--- src/isib_pkg.sv ---
// package: register map, field positions, reset values and states of the i2c slave block
`default_nettype none
package isib_pkg;
    localparam int DATA_W = 32;
    localparam int ADDR_W = 4;
    localparam int REG_W  = 16;

    // register indices; byte address is four times the index
    localparam logic [3:0] IDX_BUFFER   = 4'h0;
    localparam logic [3:0] IDX_STATUS   = 4'h1;
    localparam logic [3:0] IDX_IRQ_EN   = 4'h2;
    localparam logic [3:0] IDX_CONTROL  = 4'h3;
    localparam logic [3:0] IDX_OWN_ADDR = 4'hF;

    // event flag and enable positions (shared layout)
    localparam int BIT_START  = 0;
    localparam int BIT_TX     = 1;
    localparam int BIT_RX     = 2;
    localparam int BIT_STR    = 3;
    localparam int BIT_TO     = 4;
    localparam int BIT_AM     = 5;
    localparam int BIT_NACK   = 7;
    localparam int BIT_GC     = 8;
    localparam int BIT_ROV    = 9;
    localparam int BIT_SCL    = 10;
    localparam int BIT_STOP   = 11;
    localparam int BIT_ACTIVE = 14;
    localparam int BIT_BUS    = 15;

    localparam logic [15:0] EVENT_MASK       = 16'h0BBF;
    localparam logic [15:0] FLAG_SW_SET_MASK = 16'h0B33;
    localparam logic [15:0] FLAG_SW_CLR_MASK = 16'h09BF;

    // control register fields
    localparam int CTL_ACK     = 0;
    localparam int CTL_GC_EN   = 1;
    localparam int CTL_STRETCH = 2;
    localparam logic [2:0] CONTROL_RESET = 3'h0;

    localparam logic [6:0] OWN_ADDR_RESET    = 7'h1B;
    localparam logic [6:0] GENERAL_CALL_ADDR = 7'h00;
    localparam logic [3:0] BITS_PER_BYTE     = 4'h8;

    typedef enum logic [2:0] {
        ST_IDLE,
        ST_ADDR,
        ST_ADDR_ACK,
        ST_RX,
        ST_RX_ACK,
        ST_TX,
        ST_TX_ACK
    } isib_state_t;
endpackage
`default_nettype wire

--- src/isib_line_monitor.sv ---
// module: synchronises scl/sda and finds scl edges, start and stop conditions
`timescale 1ns/1ns
`default_nettype none
module isib_line_monitor (
    input  wire logic ref_clk_in,
    input  wire logic rst_in,
    input  wire logic scl_in,
    input  wire logic sda_in,
    output logic      scl_out,
    output logic      sda_out,
    output logic      scl_rise_out,
    output logic      scl_fall_out,
    output logic      start_out,
    output logic      stop_out
);
    logic [1:0] scl_meta_q;
    logic [1:0] sda_meta_q;
    logic       scl_prev_q;
    logic       sda_prev_q;

    // two-stage synchronisers; stage 0 feeds only stage 1
    always_ff @(posedge ref_clk_in or posedge rst_in) begin
        if (rst_in) begin
            scl_meta_q <= 2'h3;
            sda_meta_q <= 2'h3;
            scl_prev_q <= 1'b1;
            sda_prev_q <= 1'b1;
        end else begin
            scl_meta_q <= {scl_meta_q[0], scl_in};
            sda_meta_q <= {sda_meta_q[0], sda_in};
            scl_prev_q <= scl_meta_q[1];
            sda_prev_q <= sda_meta_q[1];
        end
    end

    assign scl_out      = scl_meta_q[1];
    assign sda_out      = sda_meta_q[1];
    assign scl_rise_out = scl_meta_q[1] & ~scl_prev_q;
    assign scl_fall_out = ~scl_meta_q[1] & scl_prev_q;
    // sda moving while scl stays high marks start or stop
    assign start_out    = scl_meta_q[1] & scl_prev_q & ~sda_meta_q[1] & sda_prev_q;
    assign stop_out     = scl_meta_q[1] & scl_prev_q & sda_meta_q[1] & ~sda_prev_q;
endmodule // isib_line_monitor
`default_nettype wire

--- src/isib_slave_top.sv ---
// module: i2c slave with irq enables, own address and data buffer behind avalon-mm
//
// Decided for this implementation: register access over Avalon-MM.
`timescale 1ns/1ns
`default_nettype none
module isib_slave_top (
    input  wire logic                         ref_clk_in,
    input  wire logic                         rst_in,
    input  wire logic [isib_pkg::ADDR_W-1:0]  avs_address_in,
    input  wire logic                         avs_read_in,
    input  wire logic                         avs_write_in,
    input  wire logic [isib_pkg::DATA_W-1:0]  avs_writedata_in,
    output logic      [isib_pkg::DATA_W-1:0]  avs_readdata_out,
    output logic                              avs_waitrequest_out,
    input  wire logic                         scl_in,
    output logic                              scl_out,
    output logic                              scl_oe_out,
    input  wire logic                         sda_in,
    output logic                              sda_out,
    output logic                              sda_oe_out,
    input  wire logic                         bus_timeout_event_in,
    output logic                              irq_out
);
    import isib_pkg::*;

    // line events
    logic scl_s;
    logic sda_s;
    logic scl_rise_p;
    logic scl_fall_p;
    logic start_p;
    logic stop_p;

    isib_line_monitor u_line_monitor (
        .ref_clk_in   (ref_clk_in),
        .rst_in       (rst_in),
        .scl_in       (scl_in),
        .sda_in       (sda_in),
        .scl_out      (scl_s),
        .sda_out      (sda_s),
        .scl_rise_out (scl_rise_p),
        .scl_fall_out (scl_fall_p),
        .start_out    (start_p),
        .stop_out     (stop_p)
    );

    // registers
    isib_state_t        state_q, state_d;
    logic [3:0]         cnt_q, cnt_d;
    logic [7:0]         shift_q, shift_d;
    logic               sda_drv_q, sda_drv_d;
    logic               transfer_direction_q, transfer_direction_d;
    logic [7:0]         rx_data_q, rx_data_d;
    logic [7:0]         tx_data_q;
    logic [6:0]         own_addr_q;
    logic [REG_W-1:0]   slave_irq_enable_q;
    logic [2:0]         control_q;
    logic [REG_W-1:0]   flag_q, flag_d;
    logic               bus_busy_q;
    logic               rx_unread_q;
    logic               wait_q;
    logic [DATA_W-1:0]  rdata_q;
    logic               irq_q;
    logic               scl_hold_q;

    // engine events
    logic ev_start;
    logic ev_stop;
    logic ev_am;
    logic ev_gc;
    logic ev_rx;
    logic ev_tx;
    logic ev_nack;
    logic ev_ack;
    logic ev_stretch;

    // bus decode
    wire        req          = avs_read_in | avs_write_in;
    wire        acc          = req & ~wait_q;
    wire        sel_buf      = (avs_address_in == IDX_BUFFER);
    wire        sel_status   = (avs_address_in == IDX_STATUS);
    wire        sel_irq_en   = (avs_address_in == IDX_IRQ_EN);
    wire        sel_control  = (avs_address_in == IDX_CONTROL);
    wire        sel_own      = (avs_address_in == IDX_OWN_ADDR);
    wire        wr_acc       = avs_write_in & acc;
    wire        rd_buf       = avs_read_in & acc & sel_buf;
    wire [15:0] wdata16      = avs_writedata_in[REG_W-1:0];

    wire controller_active = (state_q != ST_IDLE) && (state_q != ST_ADDR);
    wire ack_value_select  = control_q[CTL_ACK];
    wire gc_enable         = control_q[CTL_GC_EN];
    wire stretch_enable    = control_q[CTL_STRETCH];

    wire addr_hit = (shift_q[7:1] == own_addr_q);
    wire gc_hit   = gc_enable && (shift_q[7:1] == GENERAL_CALL_ADDR);

    wire [15:0] status_word = {bus_busy_q, controller_active, flag_q[13:11], scl_s, flag_q[9:0]};
    wire [15:0] own_word    = {8'h00, own_addr_q, transfer_direction_q};
    wire [15:0] read_mux    = sel_buf     ? {8'h00, rx_data_q} :
                              sel_status  ? status_word :
                              sel_irq_en  ? slave_irq_enable_q :
                              sel_control ? {13'h0000, control_q} :
                              sel_own     ? own_word : 16'h0000;

    // byte engine
    always_comb begin
        state_d              = state_q;
        cnt_d                = cnt_q;
        shift_d              = shift_q;
        sda_drv_d            = sda_drv_q;
        transfer_direction_d = transfer_direction_q;
        rx_data_d            = rx_data_q;
        ev_start             = 1'b0;
        ev_stop              = 1'b0;
        ev_am                = 1'b0;
        ev_gc                = 1'b0;
        ev_rx                = 1'b0;
        ev_tx                = 1'b0;
        ev_nack              = 1'b0;
        ev_ack               = 1'b0;
        ev_stretch           = 1'b0;
        if (stop_p) begin
            state_d   = ST_IDLE;
            sda_drv_d = 1'b0;
            ev_stop   = 1'b1;
        end else if (start_p) begin
            state_d   = ST_ADDR;
            cnt_d     = 4'h0;
            sda_drv_d = 1'b0;
            ev_start  = 1'b1;
        end else begin
            unique case (state_q)
                ST_IDLE: begin
                end
                ST_ADDR: begin
                    if (scl_rise_p && cnt_q != BITS_PER_BYTE) begin
                        shift_d = {shift_q[6:0], sda_s};
                        cnt_d   = cnt_q + 4'h1;
                    end else if (scl_fall_p && cnt_q == BITS_PER_BYTE) begin
                        cnt_d = 4'h0;
                        if (addr_hit || gc_hit) begin
                            state_d              = ST_ADDR_ACK;
                            sda_drv_d            = ~ack_value_select;
                            transfer_direction_d = shift_q[0];
                            ev_am                = addr_hit;
                            ev_gc                = gc_hit;
                        end else begin
                            state_d = ST_IDLE;
                        end
                    end
                end
                ST_ADDR_ACK: begin
                    if (scl_fall_p) begin
                        ev_stretch = stretch_enable;
                        if (transfer_direction_q) begin
                            state_d   = ST_TX;
                            shift_d   = tx_data_q;
                            sda_drv_d = ~tx_data_q[7];
                        end else begin
                            state_d   = ST_RX;
                            sda_drv_d = 1'b0;
                        end
                    end
                end
                ST_RX: begin
                    if (scl_rise_p && cnt_q != BITS_PER_BYTE) begin
                        shift_d = {shift_q[6:0], sda_s};
                        cnt_d   = cnt_q + 4'h1;
                        if (cnt_q == BITS_PER_BYTE - 4'h1) begin
                            rx_data_d = {shift_q[6:0], sda_s};
                            ev_rx     = 1'b1;
                        end
                    end else if (scl_fall_p && cnt_q == BITS_PER_BYTE) begin
                        state_d   = ST_RX_ACK;
                        cnt_d     = 4'h0;
                        sda_drv_d = ~ack_value_select;
                    end
                end
                ST_RX_ACK: begin
                    if (scl_fall_p) begin
                        state_d    = ST_RX;
                        sda_drv_d  = 1'b0;
                        ev_stretch = stretch_enable;
                    end
                end
                ST_TX: begin
                    if (scl_fall_p) begin
                        if (cnt_q == BITS_PER_BYTE - 4'h1) begin
                            state_d   = ST_TX_ACK;
                            cnt_d     = 4'h0;
                            sda_drv_d = 1'b0;
                        end else begin
                            shift_d   = {shift_q[6:0], 1'b0};
                            sda_drv_d = ~shift_q[6];
                            cnt_d     = cnt_q + 4'h1;
                        end
                    end
                end
                ST_TX_ACK: begin
                    // shift_q[0] keeps the answer of the host until the ack clock ends
                    if (scl_rise_p) begin
                        shift_d[0] = sda_s;
                        ev_tx      = 1'b1;
                        ev_nack    = sda_s;
                        ev_ack     = ~sda_s;
                    end else if (scl_fall_p) begin
                        if (shift_q[0]) begin
                            state_d = ST_IDLE;
                        end else begin
                            state_d    = ST_TX;
                            shift_d    = tx_data_q;
                            sda_drv_d  = ~tx_data_q[7];
                            ev_stretch = stretch_enable;
                        end
                    end
                end
            endcase
        end
    end

    // flag update: hardware set wins over any clear in the same cycle
    logic [15:0] hw_set;
    logic [15:0] hw_clr;
    logic [15:0] sw_set;
    logic [15:0] sw_clr;
    wire         wr_status = wr_acc & sel_status;

    always_comb begin
        hw_set            = 16'h0000;
        hw_set[BIT_START] = ev_start;
        hw_set[BIT_STOP]  = ev_stop;
        hw_set[BIT_AM]    = ev_am;
        hw_set[BIT_GC]    = ev_gc;
        hw_set[BIT_RX]    = ev_rx;
        hw_set[BIT_ROV]   = ev_rx & rx_unread_q & ~rd_buf;
        hw_set[BIT_TX]    = ev_tx;
        hw_set[BIT_NACK]  = ev_nack;
        hw_set[BIT_STR]   = ev_stretch;
        hw_set[BIT_TO]    = bus_timeout_event_in;
        hw_clr            = 16'h0000;
        hw_clr[BIT_ROV]   = rd_buf;
        hw_clr[BIT_NACK]  = ev_ack;
        sw_set            = wr_status ? (wdata16 & FLAG_SW_SET_MASK) : 16'h0000;
        sw_clr            = wr_status ? (~wdata16 & FLAG_SW_CLR_MASK) : 16'h0000;
        flag_d            = (((flag_q & ~(sw_clr | hw_clr)) | sw_set) | hw_set) & EVENT_MASK;
    end

    always_ff @(posedge ref_clk_in or posedge rst_in) begin
        if (rst_in) begin
            state_q              <= ST_IDLE;
            cnt_q                <= 4'h0;
            shift_q              <= 8'h00;
            sda_drv_q            <= 1'b0;
            transfer_direction_q <= 1'b0;
            rx_data_q            <= 8'h00;
            flag_q               <= 16'h0000;
        end else begin
            state_q              <= state_d;
            cnt_q                <= cnt_d;
            shift_q              <= shift_d;
            sda_drv_q            <= sda_drv_d;
            transfer_direction_q <= transfer_direction_d;
            rx_data_q            <= rx_data_d;
            flag_q               <= flag_d;
        end
    end

    // bus status and unread-byte tracking
    always_ff @(posedge ref_clk_in or posedge rst_in) begin
        if (rst_in) begin
            bus_busy_q  <= 1'b0;
            rx_unread_q <= 1'b0;
        end else begin
            if (start_p) begin
                bus_busy_q <= 1'b1;
            end else if (stop_p) begin
                bus_busy_q <= 1'b0;
            end
            if (ev_rx) begin
                rx_unread_q <= 1'b1;
            end else if (rd_buf) begin
                rx_unread_q <= 1'b0;
            end
        end
    end

    // software registers
    always_ff @(posedge ref_clk_in or posedge rst_in) begin
        if (rst_in) begin
            tx_data_q          <= 8'h00;
            own_addr_q         <= OWN_ADDR_RESET;
            slave_irq_enable_q <= 16'h0000;
            control_q          <= CONTROL_RESET;
        end else if (wr_acc) begin
            if (sel_buf && !controller_active) begin
                tx_data_q <= wdata16[7:0];
            end
            if (sel_own) begin
                own_addr_q <= wdata16[7:1];
            end
            if (sel_irq_en) begin
                slave_irq_enable_q <= wdata16 & EVENT_MASK;
            end
            if (sel_control) begin
                control_q <= wdata16[2:0];
            end
        end
    end

    // avalon answer: one wait cycle, then waitrequest low for the accepting edge
    always_ff @(posedge ref_clk_in or posedge rst_in) begin
        if (rst_in) begin
            wait_q  <= 1'b1;
            rdata_q <= 32'h0000_0000;
        end else begin
            wait_q <= ~(req & wait_q);
            if (avs_read_in && wait_q) begin
                rdata_q <= {16'h0000, read_mux};
            end
        end
    end

    wire [15:0] irq_src = flag_q & slave_irq_enable_q;

    // interrupt and pin drivers
    always_ff @(posedge ref_clk_in or posedge rst_in) begin
        if (rst_in) begin
            irq_q      <= 1'b0;
            scl_hold_q <= 1'b0;
        end else begin
            irq_q      <= |irq_src;
            scl_hold_q <= flag_q[BIT_STR] & stretch_enable;
        end
    end

    assign avs_readdata_out    = rdata_q;
    assign avs_waitrequest_out = wait_q;
    assign irq_out             = irq_q;
    assign scl_oe_out          = scl_hold_q;
    assign sda_oe_out          = sda_drv_q;
    // open-drain lines only ever pull low
    assign scl_out             = 1'b0;
    assign sda_out             = 1'b0;
endmodule // isib_slave_top
`default_nettype wire

--- config.mk ---
export PLATFORM = sky130hd
export DESIGN_NAME = isib_slave_top
export DESIGN_NICKNAME = d
export VERILOG_FILES = /design/src/isib_pkg.sv /design/src/isib_line_monitor.sv /design/src/isib_slave_top.sv
export SDC_FILE = /design/constraint.sdc
export NUM_CORES = 1
export LEC_CHECK = 0
export BUFFER_PORTS_ARGS = -buffer_cell sky130_fd_sc_hd__clkbuf_2
export CORE_MARGIN = 4
export CORE_UTILIZATION = 50
export DETAILED_ROUTE_END_ITERATION = 7
export GPL_TIMING_DRIVEN = 1
export PLACE_DENSITY = 0.83
export SLEW_MARGIN = 10
export SYNTH_ARGS = -nofsm -noshare
export SYNTH_HDL_FRONTEND = slang
export SYNTH_HIERARCHICAL = 1
export SYNTH_SLANG_ARGS = --single-unit
export TNS_END_PERCENT = 100
--- constraint.sdc ---
create_clock -name ref_clk_in -period 4.05 [get_ports ref_clk_in]
set_input_delay 0.2025 -clock ref_clk_in [delete_from_list [all_inputs] [get_ports ref_clk_in]]
set_output_delay 0.2025 -clock ref_clk_in [all_outputs]
set_load 0.01 [all_outputs]
==> impl_metrics.csv, run 1 <==
group,metric,value,unit
outcome,status,"completed",
cts,cts_resized,0,
synth,avgSynthCellArea,10.2,um2
cts,h-tree-depth,3,
sta,setup_violations,0,
cts,clkLatencyLatePin,370,ps
synth,yosys_warnings,6,
place,gp_congestion,0.929,
min_path,hold_path_end,"avs_waitrequest_out$_DFF_PP1_",
die,dieArea,0.0108,mm2
layout,layout_commonest_cell,"dfrtp_1",
synth,async_reset_ff_share,100,%
die,start_util,52.0,%
pwr,clkPwrFrac,27.9,%
sta,rsz0062_at_grt,"false",
setup_path,regToRegEndpoint,"shift_q[1]$_DFFE_PP0P_",
setup_path,rr_worst_depth,5,
setup_path,crit_type,"reg2reg",
detailed_routing,via_count,3671,
min_path,hold_depth,2,
die,fp.coreArea,0.00885,mm2
setup_path,startpoint,"u_line_monitor/scl_meta_q[1]$_DFF_PP1_",
detailed_routing,postRouteAntennaNets,0,
global_route,grt-ovfl-total,0,
setup_path,critPathCaptureType,"flip-flop",
sta,worst_slew_pin_slew,852,ps
cts,post-cts-setup-buffers,0,
synth,netlist_instances,450,
min_path,min_path_type,"in2reg",
sta,clock_skew,12.7,ps
sta,fin_crit_sh,70.8,%
synth,yosysUniqueCellTypes,65,
setup_path,critical_path.cell_chain,"nor2b_1, nand2_4, a211oi_1, nor2b_1, mux2_2",
global_route,antenna_found_initial,0,
pwr,pwr-share-comb,21.1,%
detailed_routing,totalWireLength,11000,um
setup_path,r2r-start,"u_line_monitor/scl_meta_q[1]$_DFF_PP1_",
cts,cts.root.buffer_cell,"clkbuf_8",
detailed_routing,via_per_inst,6.18,
setup_path,rrSetupSlack,1180,ps
sta,slew_headroom,42.7,%
global_route,grt_usage,21.3,%
cts,cts_buffers,9,
place,port_buffers,39,
sta,max_freq,349,MHz
layout,most-common-layout-cells,"dfrtp_1, nand2_1, clkbuf_2, mux2_2, o21ai_0",
cts,clk_path_buf_depth,2,
layout,design_area,0.00502,mm2
global_route,grt_pass1_wl,18600,um
setup_path,cp-start-kind,"flip-flop",
pwr,irDropWorstVdd,238,uV
die,pin_count,81,
global_route,grt_start_max_net_pins,46,
die,die_h,104,um
cts,cts_tree,"built",
cts,clock-sinks,88,
pwr,p_sw,0.000741,W
pwr,p_per_area,473,mW/mm2
layout,diodes,0,
synth,ys.flop_type,"dfrtp_1",
detailed_routing,dr.first_iter.drc_count,403,
job,maxCapViolations,0,
synth,synth-edff-count,0,
setup_path,cp.buffers_inverters,0,
global_route,first_global_vias,3610,
cts,clkTransAtPathRegs,90,ps
synth,syn_area,0.00460,mm2
sta,hold_violations,0,
pwr,p_int,0.00163,W
detailed_routing,drc,0,
place,placed_area,0.00478,mm2
min_path,hold_start,"avs_write_in",
pwr,pwr-share-seq,51.0,%
place,hpwl,7950,um
layout,drive_above_1_share,23.7,%
setup_path,path_delay_family,"simple AND/OR/NAND/NOR gates",
setup_path,crit_slowest_cell,"nor2b_1",
synth,ys_seq_area_share,48.1,%
setup_path,worst_ep_arrival_time,3120,ps
setup_path,cp_common_cell,"nor2b_1",
layout,syn2layout_area_growth,9.00,%
setup_path,crit_required,4300,ps
layout,finalNetCount,527,
sta,period_needed,2870,ps
setup_path,crit_path_max_fanout,8,
pwr,p_sw_share,31.2,%
die,core.rowCount,34,
die,die_x,104,um
detailed_routing,drtPass1Iterations,5,
sta,maxSlewViolCount,0,
synth,ys_seq_elements,88,
sta,finalSetupTns,0,ps
setup_path,max_stage_delay,640,ps
detailed_routing,post_drt_wl_per_cell,18.5,um
pwr,leakagePower,2.24,nW
==> synth_stat cells (2+ instances only) <==
cell / count / area (um2)
mux2i_1: 6 / 60.1
dfrtp_1: 77 / 1930
nor4b_1: 2 / 17.5
and2_1: 3 / 18.8
a221oi_1: 2 / 17.5
a31oi_1: 4 / 25.0
o22ai_1: 2 / 12.5
and4b_1: 3 / 30.0
buf_1: 2 / 7.51
a22o_1: 18 / 158
nand3_1: 17 / 85.1
a211o_1: 2 / 17.5
o211ai_1: 4 / 30.0
o311ai_2: 2 / 32.5
inv_1: 14 / 52.6
a21oi_1: 17 / 85.1
nand2_1: 57 / 214
nor3_1: 5 / 25.0
nand4b_1: 2 / 17.5
nand3b_1: 4 / 30.0
or3_1: 2 / 12.5
nand4_1: 3 / 18.8
o21ai_0: 29 / 145
o21a_1: 2 / 15.0
clkbuf_1: 13 / 48.8
a22oi_1: 9 / 67.6
ha_1: 2 / 25.0
xnor2_1: 8 / 70.1
nor4_1: 3 / 18.8
nand2b_1: 4 / 25.0
buf_4: 20 / 150
mux2_2: 38 / 428
o31ai_1: 2 / 15.0
nor3b_1: 2 / 15.0
buf_2: 6 / 30.0
nor2b_1: 8 / 50.1
a211oi_1: 2 / 15.0
nor2_1: 17 / 63.8
dfstp_2: 11 / 289
==> cell type report <==
| class | instances | area (um2) |
|---|---|---|
| inverter | 14 | 53.8 |
| timing repair buffer | 43 | 233 |
| fill | 733 | 3830 |
| tap | 108 | 135 |
| multi-input combinational | 326 | 2170 |
| sequential | 88 | 2220 |
| clock inverter | 5 | 82.6 |
| clock buffer | 10 | 128 |
==> power by group through the flow <==
stage          registers (W)  logic [W]  clock network, W
2_1_floorplan        0.00116   0.000403                 0
5_1_grt              0.00123   0.000560          0.000712
4_1_cts              0.00120   0.000500          0.000666
6_report             0.00121   0.000501          0.000662
3_3_place_gp         0.00121   0.000473                 0
3_5_place_dp         0.00122   0.000492                 0
==> flip-flops by register name, indices dropped and copies added (netlist names), 2 cells and up <==
| signal | flops |
|---|---|
| avs_readdata_out | 14 |
| cnt_q | 4 |
| control_q | 3 |
| flag_q | 10 |
| own_addr_q | 7 |
| rx_data_q | 8 |
| shift_q | 8 |
| slave_irq_enable_q | 10 |
| state_q | 3 |
| tx_data_q | 8 |
| u_line_monitor/scl_meta_q | 2 |
| u_line_monitor/sda_meta_q | 2 |
==> logic make-up after synthesis <==
logic type	share of synthesized area (%)
xor+xnor	1.52
mux	10.6
compound gates	16.7
flops	48.1
fa+ha+maj	0.544
simple gates	16.1
other cells	0.0815
buf+inv	6.28
==> what timing repair did <==
action                                 CTS  global route
hold buffers                             3             0
endpoints found under the hold margin   50             0
setup endpoints to repair                0             0
==> stage by stage <==
| step | total power, W | hold slack, ps | worst slack [ps] | utilization (%) | std cells |
|---|---|---|---|---|---|
| 2_1_floorplan | 0.00156 | 202 | 1750 | - | 469 |
| 3_3_place_gp | 0.00168 | 290 | 1310 | 54.0 | 576 |
| 3_5_place_dp | 0.00171 | 293 | 1260 | 54.0 | 576 |
| 4_1_cts | 0.00237 | 30.1 | 1230 | 56.7 | 594 |
| 5_1_grt | 0.00250 | 45.8 | 1020 | 56.7 | 594 |
| 6_report | 0.00237 | 25.6 | 1180 | 56.7 | 594 |
==> metal layers <==
| metal | part of all wire, % | wire, um | up-vias | GRT usage [%] |
|---|---|---|---|---|
| li1 | - | - | 1667 | - |
| met1 | 42 | 4600 | 1789 | 28.1 |
| met2 | 48 | 5280 | 188 | 35.1 |
| met3 | 7.1 | 781 | 27 | 3.10 |
| met4 | 2.8 | 310 | 0 | 9.40 |
| met5 | 0 | 0 | - | 0 |
==> worst register-to-register path: cells and delay by family, from the launching register on <==
kind | cells | cell delay (ps)
mux | 1 | 420
compound gates | 1 | 400
flops | 1 | 580
simple gates | 3 | 1350
==> how the worst max path moves through the flow <==
stage,to,cells after the start
2_1_floorplan,avs_readdata_out[0]$_DFFE_PP0P_,1
3_3_place_gp,shift_q[4]$_DFFE_PP0P_,5
3_5_place_dp,shift_q[3]$_DFFE_PP0P_,5
4_1_cts,shift_q[1]$_DFFE_PP0P_,5
5_1_grt,shift_q[7]$_DFFE_PP0P_,5
6_report,shift_q[1]$_DFFE_PP0P_,5
Power figures use the tool's default switching activity.
==> inputs of run 2 (changes only) <==
--- a/config.mk
+++ b/config.mk
@@ -5,12 +5,13 @@
 export SDC_FILE = /design/constraint.sdc
 export NUM_CORES = 1
 export LEC_CHECK = 0
+export ABC_AREA = 1
 export BUFFER_PORTS_ARGS = -buffer_cell sky130_fd_sc_hd__clkbuf_2
 export CORE_MARGIN = 4
 export CORE_UTILIZATION = 50
 export DETAILED_ROUTE_END_ITERATION = 7
 export GPL_TIMING_DRIVEN = 1
-export PLACE_DENSITY = 0.83
+export PLACE_DENSITY = 0.85
 export SLEW_MARGIN = 10
 export SYNTH_ARGS = -nofsm -noshare
 export SYNTH_HDL_FRONTEND = slang
==> constraint.sdc (replaced) <==
create_clock -name ref_clk_in -period 2.5 [get_ports ref_clk_in]
set_input_delay 0.125 -clock ref_clk_in [delete_from_list [all_inputs] [get_ports ref_clk_in]]
set_output_delay 0.125 -clock ref_clk_in [all_outputs]
set_load 0.01 [all_outputs]
==> run 2 against run 1 <==
  * Sequential power increased by 67%
  * Synthesized cell count increased by 28%
  * Design area increased by 2.8%
  * Critical path type unchanged
  * Largest cell class unchanged
==> impl_metrics.csv, run 2 <==
group,metric,value,unit
sta,rsz0062_at_grt,"false",
layout,largest_reg_flops,14,
setup_path,crit_type,"reg2reg",
cts,clk_path_buf_depth,2,
detailed_routing,drc,0,
setup_path,cp_common_cell,"nand2_1",
setup_path,max_stage_delay,560,ps
pwr,irDropWorstVdd,388,uV
die,pin_count,81,
die,die_h,105,um
sta,clock_skew,16.6,ps
synth,ys_seq_elements,88,
layout,layout_commonest_cell,"nand2_1",
outcome,status,"completed",
synth,synth-edff-count,0,
layout,drive_above_1_share,17.5,%
detailed_routing,totalWireLength,11500,um
global_route,grt-ovfl-total,0,
setup_path,worst_ep_arrival_time,2270,ps
synth,yosysUniqueCellTypes,44,
synth,synth_area_leader_cell,"dfrtp_1",
detailed_routing,drtPass1Iterations,6,
sta,fin_crit_sh,80.8,%
cts,cts_buffers,9,
detailed_routing,postRouteAntennaNets,0,
cts,cts.root.buffer_cell,"clkbuf_8",
synth,yosysMostFrequentCell,"nand2_1",
synth,yosys_warnings,6,
setup_path,critPathCaptureType,"flip-flop",
sta,maxSlewViolCount,0,
pwr,p_per_area,878,mW/mm2
cts,clkLatencyLatePin,370,ps
synth,synth_common_cells,"nand2_1, dfrtp_1, inv_1",
setup_path,crit_slowest_cell,"dfstp_2",
place,port_buffers,39,
cts,clock-sinks,88,
global_route,first_global_vias,3821,
sta,max_freq,495,MHz
die,dieArea,0.0109,mm2
detailed_routing,dr.first_iter.drc_count,245,
global_route,grt_usage,21.5,%
die,fp.coreArea,0.00889,mm2
synth,syn_area,0.00467,mm2
place,hpwl,8410,um
sta,hold_violations,0,
die,start_util,52.5,%
job,maxCapViolations,0,
cts,cts_resized,0,
layout,syn2layout_area_growth,10.5,%
place,gp_congestion,0.913,
die,die_x,105,um
sta,finalSetupTns,0,ps
synth,yosys-top-cells-area,"dfrtp_1, nand2_1, dfstp_2, o21ai_0, inv_1",
layout,most-common-layout-cells,"nand2_1, dfrtp_1, inv_1, o21ai_0, clkbuf_2",
global_route,grt_start_max_net_pins,44,
synth,yosys.area.top_type_share,41.3,%
synth,ys.flop_type,"dfrtp_1",
global_route,grt_pass1_wl,18900,um
setup_path,critical_path.cell_chain,"inv_1, nor2_1, inv_1, nand3_1, nand2_1, nand2_1, nand2_1, nor2_1, nor2_1, nand2_1, o21ai_1",
pwr,leakagePower,2.56,nW
sta,worst_slew_pin_slew,772,ps
cts,h-tree-depth,3,
synth,async_reset_ff_share,100,%
detailed_routing,post_drt_wl_per_cell,15.5,um
detailed_routing,via_count,3970,
sta,slew_headroom,48.5,%
setup_path,crit_required,2750,ps
die,core.rowCount,34,
synth,netlist_instances,574,
sta,period_needed,2020,ps
synth,ys_seq_area_share,47.5,%
layout,finalNetCount,669,
cts,cts_tree,"built",
min_path,min_path_type,"in2reg",
sta,setup_violations,0,
setup_path,cp-start-kind,"flip-flop",
sta,whs,14.5,ps
synth,avgSynthCellArea,8.13,um2
layout,diodes,0,
cts,clkTransAtPathRegs,100,ps
global_route,antenna_found_initial,0,
setup_path,crit_path_max_fanout,4,
detailed_routing,via_per_inst,5.39,
run 2: final cells by class:
class                           count  area, um2
Clock inverter                      7       77.6
Inverter                           70        274
Sequential cell                    88       2220
Fill cell                         809       3730
Tap cell                          108        135
Multi-Input combinational cell    404       2020
Clock buffer                        9        124
Timing Repair Buffer               51        315
run 2: power by group:
part | leakage, nW | switching [W] | internal [W]
sequential | 1.10 | 0.000295 | 0.00173
combinational | 1.36 | 0.000992 | 0.000542
clock | 0.0975 | 0.000586 | 0.000392
run 2: cells by family (layout without fill, tap and decap cells):
kind of cell,after synthesis,in the layout,synth area share (%)
buffers and inverters,101,137,10.8
AO/OA/AOI/OAI,109,109,13.4
other,1,20,0.0803
AND/OR/NAND/NOR,268,268,26.8
adder cells (fa/ha/maj),2,2,0.536
XOR/XNOR,5,5,0.938
flip-flops,88,88,47.5
run 2: repair_timing:
action | 4_1_cts | 5_1_grt
hold endpoints to repair | 50 | 0
hold buffers | 7 | 0
setup buffers | 0 | 0
run 2: final timing paths:
| path | from | endpoint | slack (ps) | cells after the start |
|---|---|---|---|---|
| min in group asynchronous | rst_in | own_addr_q[5]$_DFFE_PP0P_ | 420 | 3 |
| worst min register to register | u_line_monitor/sda_meta_q[0]$_DFF_PP1_ | u_line_monitor/sda_meta_q[1]$_DFF_PP1_ | 360 | 0 |
| max in group asynchronous | rst_in | own_addr_q[4]$_DFFE_PP1P_ | 1350 | 4 |
| worst max-delay path | u_line_monitor/scl_prev_q$_DFF_PP1_ | state_q[0]$_DFFE_PP0P_ | 480 | 11 |
| worst min-delay path | avs_writedata_in[9] | slave_irq_enable_q[9]$_DFFE_PP0P_ | 10 | 3 |
| worst max register to register | u_line_monitor/scl_prev_q$_DFF_PP1_ | state_q[0]$_DFFE_PP0P_ | 480 | 11 |
run 2: critical path, delay by kind of cell (launching register included):
kind | cells | cell delay (ps)
buffers and inverters | 2 | 190
flip-flops | 1 | 560
AO/OA/AOI/OAI | 1 | 60
AND/OR/NAND/NOR | 8 | 1100
run 2: through the flow:
stage | power (W) | cells | cell area (um2) | utilization (%) | setup WS (ps)
2_1_floorplan | 0.00321 | 593 | 4740 | - | 275
3_3_place_gp | 0.00349 | 714 | 4890 | 55.0 | 567
3_5_place_dp | 0.00354 | 714 | 4890 | 55.0 | 560
4_1_cts | 0.00453 | 737 | 5160 | 58.0 | 535
5_1_grt | 0.00485 | 737 | 5160 | 58.0 | 326
6_report | 0.00453 | 737 | 5160 | 58.0 | 480
run 2: per-layer routing:
| layer | track usage, % | wire [um] | vias to the layer above |
|---|---|---|---|
| met2 | 32.7 | 5170 | 159 |
| met4 | 8.15 | 239 | 0 |
| li1 | - | - | 1922 |
| met5 | 0 | 0 | - |
| met3 | 3.95 | 753 | 22 |
| met1 | 31.0 | 5290 | 1867 |
==> inputs of run 3 (changes only) <==
--- a/config.mk
+++ b/config.mk
@@ -5,7 +5,7 @@
 export SDC_FILE = /design/constraint.sdc
 export NUM_CORES = 1
 export LEC_CHECK = 0
-export ABC_AREA = 1
+export ABC_AREA = 0
 export BUFFER_PORTS_ARGS = -buffer_cell sky130_fd_sc_hd__clkbuf_2
 export CORE_MARGIN = 4
 export CORE_UTILIZATION = 50
==> constraint.sdc (replaced) <==
create_clock -name ref_clk_in -period 1.83 [get_ports ref_clk_in]
set_input_delay 0.0915 -clock ref_clk_in [delete_from_list [all_inputs] [get_ports ref_clk_in]]
set_output_delay 0.0915 -clock ref_clk_in [all_outputs]
set_load 0.01 [all_outputs]
==> run 3 against run 2 <==
  * The flow now finishes with violations (negative setup slack)
  * Routed wire length is 22% higher
  * Clock skew fell by 8.2 ps
  * Combinational power about the same
  * Die area down 1.3%
  * Cell count decreased by 7.2%
  * Largest power group unchanged
==> impl_metrics.csv, run 3 (synthesis gave the netlist of run 1 again) <==
group,metric,value,unit
outcome,status,"finished, violations left",
outcome,violations,"negative setup slack",
layout,finalNetCount,616,
pwr,pwr-share-comb,26.6,%
setup_path,cp_common_cell,"buf_4",
die,die_x,104,um
detailed_routing,drtPass1Iterations,5,
pwr,pwr-share-seq,47.0,%
place,dp_cells,637,
global_route,antenna_found_initial,0,
global_route,grt_pass1_wl,20400,um
sta,setup_violations,28,
die,core.rowCount,34,
sta,worst_slew_pin_slew,647,ps
place,hpwl,8680,um
setup_path,crit_type,"reg2reg",
detailed_routing,dr.first_iter.drc_count,349,
layout,fin_cells,684,
setup_path,path_delay_family,"compound AO/OA/AOI/OAI gates",
sta,max_freq,458,MHz
pwr,irDropWorstVdd,413,uV
setup_path,crit_slowest_cell,"dfstp_2",
detailed_routing,drc,0,
setup_path,critPathCaptureType,"flip-flop",
die,pin_count,81,
job,maxCapViolations,0,
layout,largest_reg_flops,14,
die,dieArea,0.0108,mm2
sta,slew_headroom,56.3,%
cts,clkTransAtPathRegs,90,ps
layout,layout_commonest_cell,"dfrtp_1",
pwr,p_int,0.00386,W
pwr,p_per_area,958,mW/mm2
die,start_util,52.0,%
detailed_routing,via_count,4255,
min_path,min_path_type,"in2reg",
setup_path,cp-start-kind,"flip-flop",
setup_path,worst_ep_arrival_time,2440,ps
die,fp.coreArea,0.00885,mm2
pwr,leakagePower,2.75,nW
sta,hold_violations,0,
global_route,grt_start_max_net_pins,83,
place,port_buffers,39,
cts,clkLatencyLatePin,370,ps
layout,ff_latch_area,0.00222,mm2
cts,h-tree-depth,3,
pwr,p_sw_share,32.9,%
sta,rsz0062_at_grt,"true",
global_route,first_global_vias,4056,
sta,fin_crit_sh,119,%
place,placed_area,0.00529,mm2
detailed_routing,via_per_inst,6.22,
layout,most-common-layout-cells,"dfrtp_1, buf_4, nand2_1, clkbuf_2, mux2_2",
global_route,grt_usage,23.2,%
layout,design_area,0.00601,mm2
layout,multi_input_area,0.00241,mm2
cts,clk_path_buf_depth,2,
setup_path,crit_required,2080,ps
sta,maxSlewViolCount,0,
setup_path,cp.buffers_inverters,4,
global_route,grt-ovfl-total,0,
cts,cts_tree,"built",
cts,clock-sinks,88,
pwr,clkPwrFrac,26.5,%
layout,diodes,0,
layout,fill_cells,602,
sta,period_needed,2180,ps
place,gp_congestion,0.908,
setup_path,critical_path.cell_chain,"and4b_2, nor2_4, o211ai_1, a211oi_2, buf_4, buf_4, buf_4, buf_4, a31oi_2, a31oi_1",
sta,fin_ws,-353,ps
cts,cts_buffers,9,
layout,syn2layout_area_growth,30.6,%
cts,cts.root.buffer_cell,"clkbuf_8",
setup_path,crit_path_max_fanout,2,
detailed_routing,post_drt_wl_per_cell,20.5,um
detailed_routing,postRouteAntennaNets,0,
die,die_h,104,um
sta,clock_skew,8.42,ps
layout,utilization,67.9,%
setup_path,max_stage_delay,530,ps
detailed_routing,totalWireLength,14000,um
layout,drive_above_1_share,41.1,%
pwr,p_sw,0.00190,W
place,place_ws,-176,ps
[run 3: metal layers]
metal  routed length, um  GRT usage (%)  vias to the layer above
met5                   0              0                        -
met4                 762           10.8                        0
met3                1220           3.66                       80
met2                6600           38.3                      276
met1                5410           30.1                     2056
li1                    -              -                     1843
[run 3: area by class of cell]
type / count / area share, %
tap: 108 / 2.25
clock buffer: 12 / 2.41
multi-input combinational: 327 / 40.2
timing repair buffer: 131 / 16.0
sequential: 88 / 36.9
clock inverter: 4 / 1.27
inverter: 14 / 0.978
[run 3: through the flow]
stage	total power [W]	TNS, ps	hold slack [ps]
after floorplan	0.00347	-2650	90.5
final	0.00576	-4110	31.5
after global routing	0.00597	-5370	55.2
after global placement	0.00385	-1960	181
after detailed placement	0.00392	-3040	181
after CTS	0.00554	-2100	35.0
[run 3: power groups by stage]
stage | clock network, W | logic [W] | registers, W
finish | 0.00152 | 0.00153 | 0.00270
global route | 0.00161 | 0.00162 | 0.00273
CTS | 0.00152 | 0.00138 | 0.00265
detailed placement | 0 | 0.00124 | 0.00269
global placement | 0 | 0.00118 | 0.00267
floorplan | 0 | 0.000903 | 0.00257
[run 3: worst paths after layout]
path	cells after the start	slack, ps	endpoint	from
max	10	-350	shift_q[0]$_DFFE_PP0P_	u_line_monitor/sda_prev_q$_DFF_PP1_
min	3	30	avs_readdata_out[8]$_DFFE_PP0P_	avs_read_in
max reg2reg	10	-350	shift_q[0]$_DFFE_PP0P_	u_line_monitor/sda_prev_q$_DFF_PP1_
min reg2reg	0	360	u_line_monitor/sda_meta_q[1]$_DFF_PP1_	u_line_monitor/sda_meta_q[0]$_DFF_PP1_
max in group asynchronous	4	1060	own_addr_q[4]$_DFFE_PP1P_	rst_in
min in group asynchronous	4	370	flag_q[8]$_DFF_PP0_	rst_in
[run 3: worst min-delay path, stage by stage]
cell and delay, ps:
clkbuf_2 100, nand3_1 100, o21ai_0 70
[run 3: what timing repair did]
action | 4_1_cts | 5_1_grt
hold endpoints to repair | 91 | 0
gates resized for setup | 23 | 44
setup buffers | 7 | 14
endpoints found under the setup margin | 30 | 39
hold buffers | 10 | 0
pin swaps | 7 | 29
gates cloned | 1 | 0
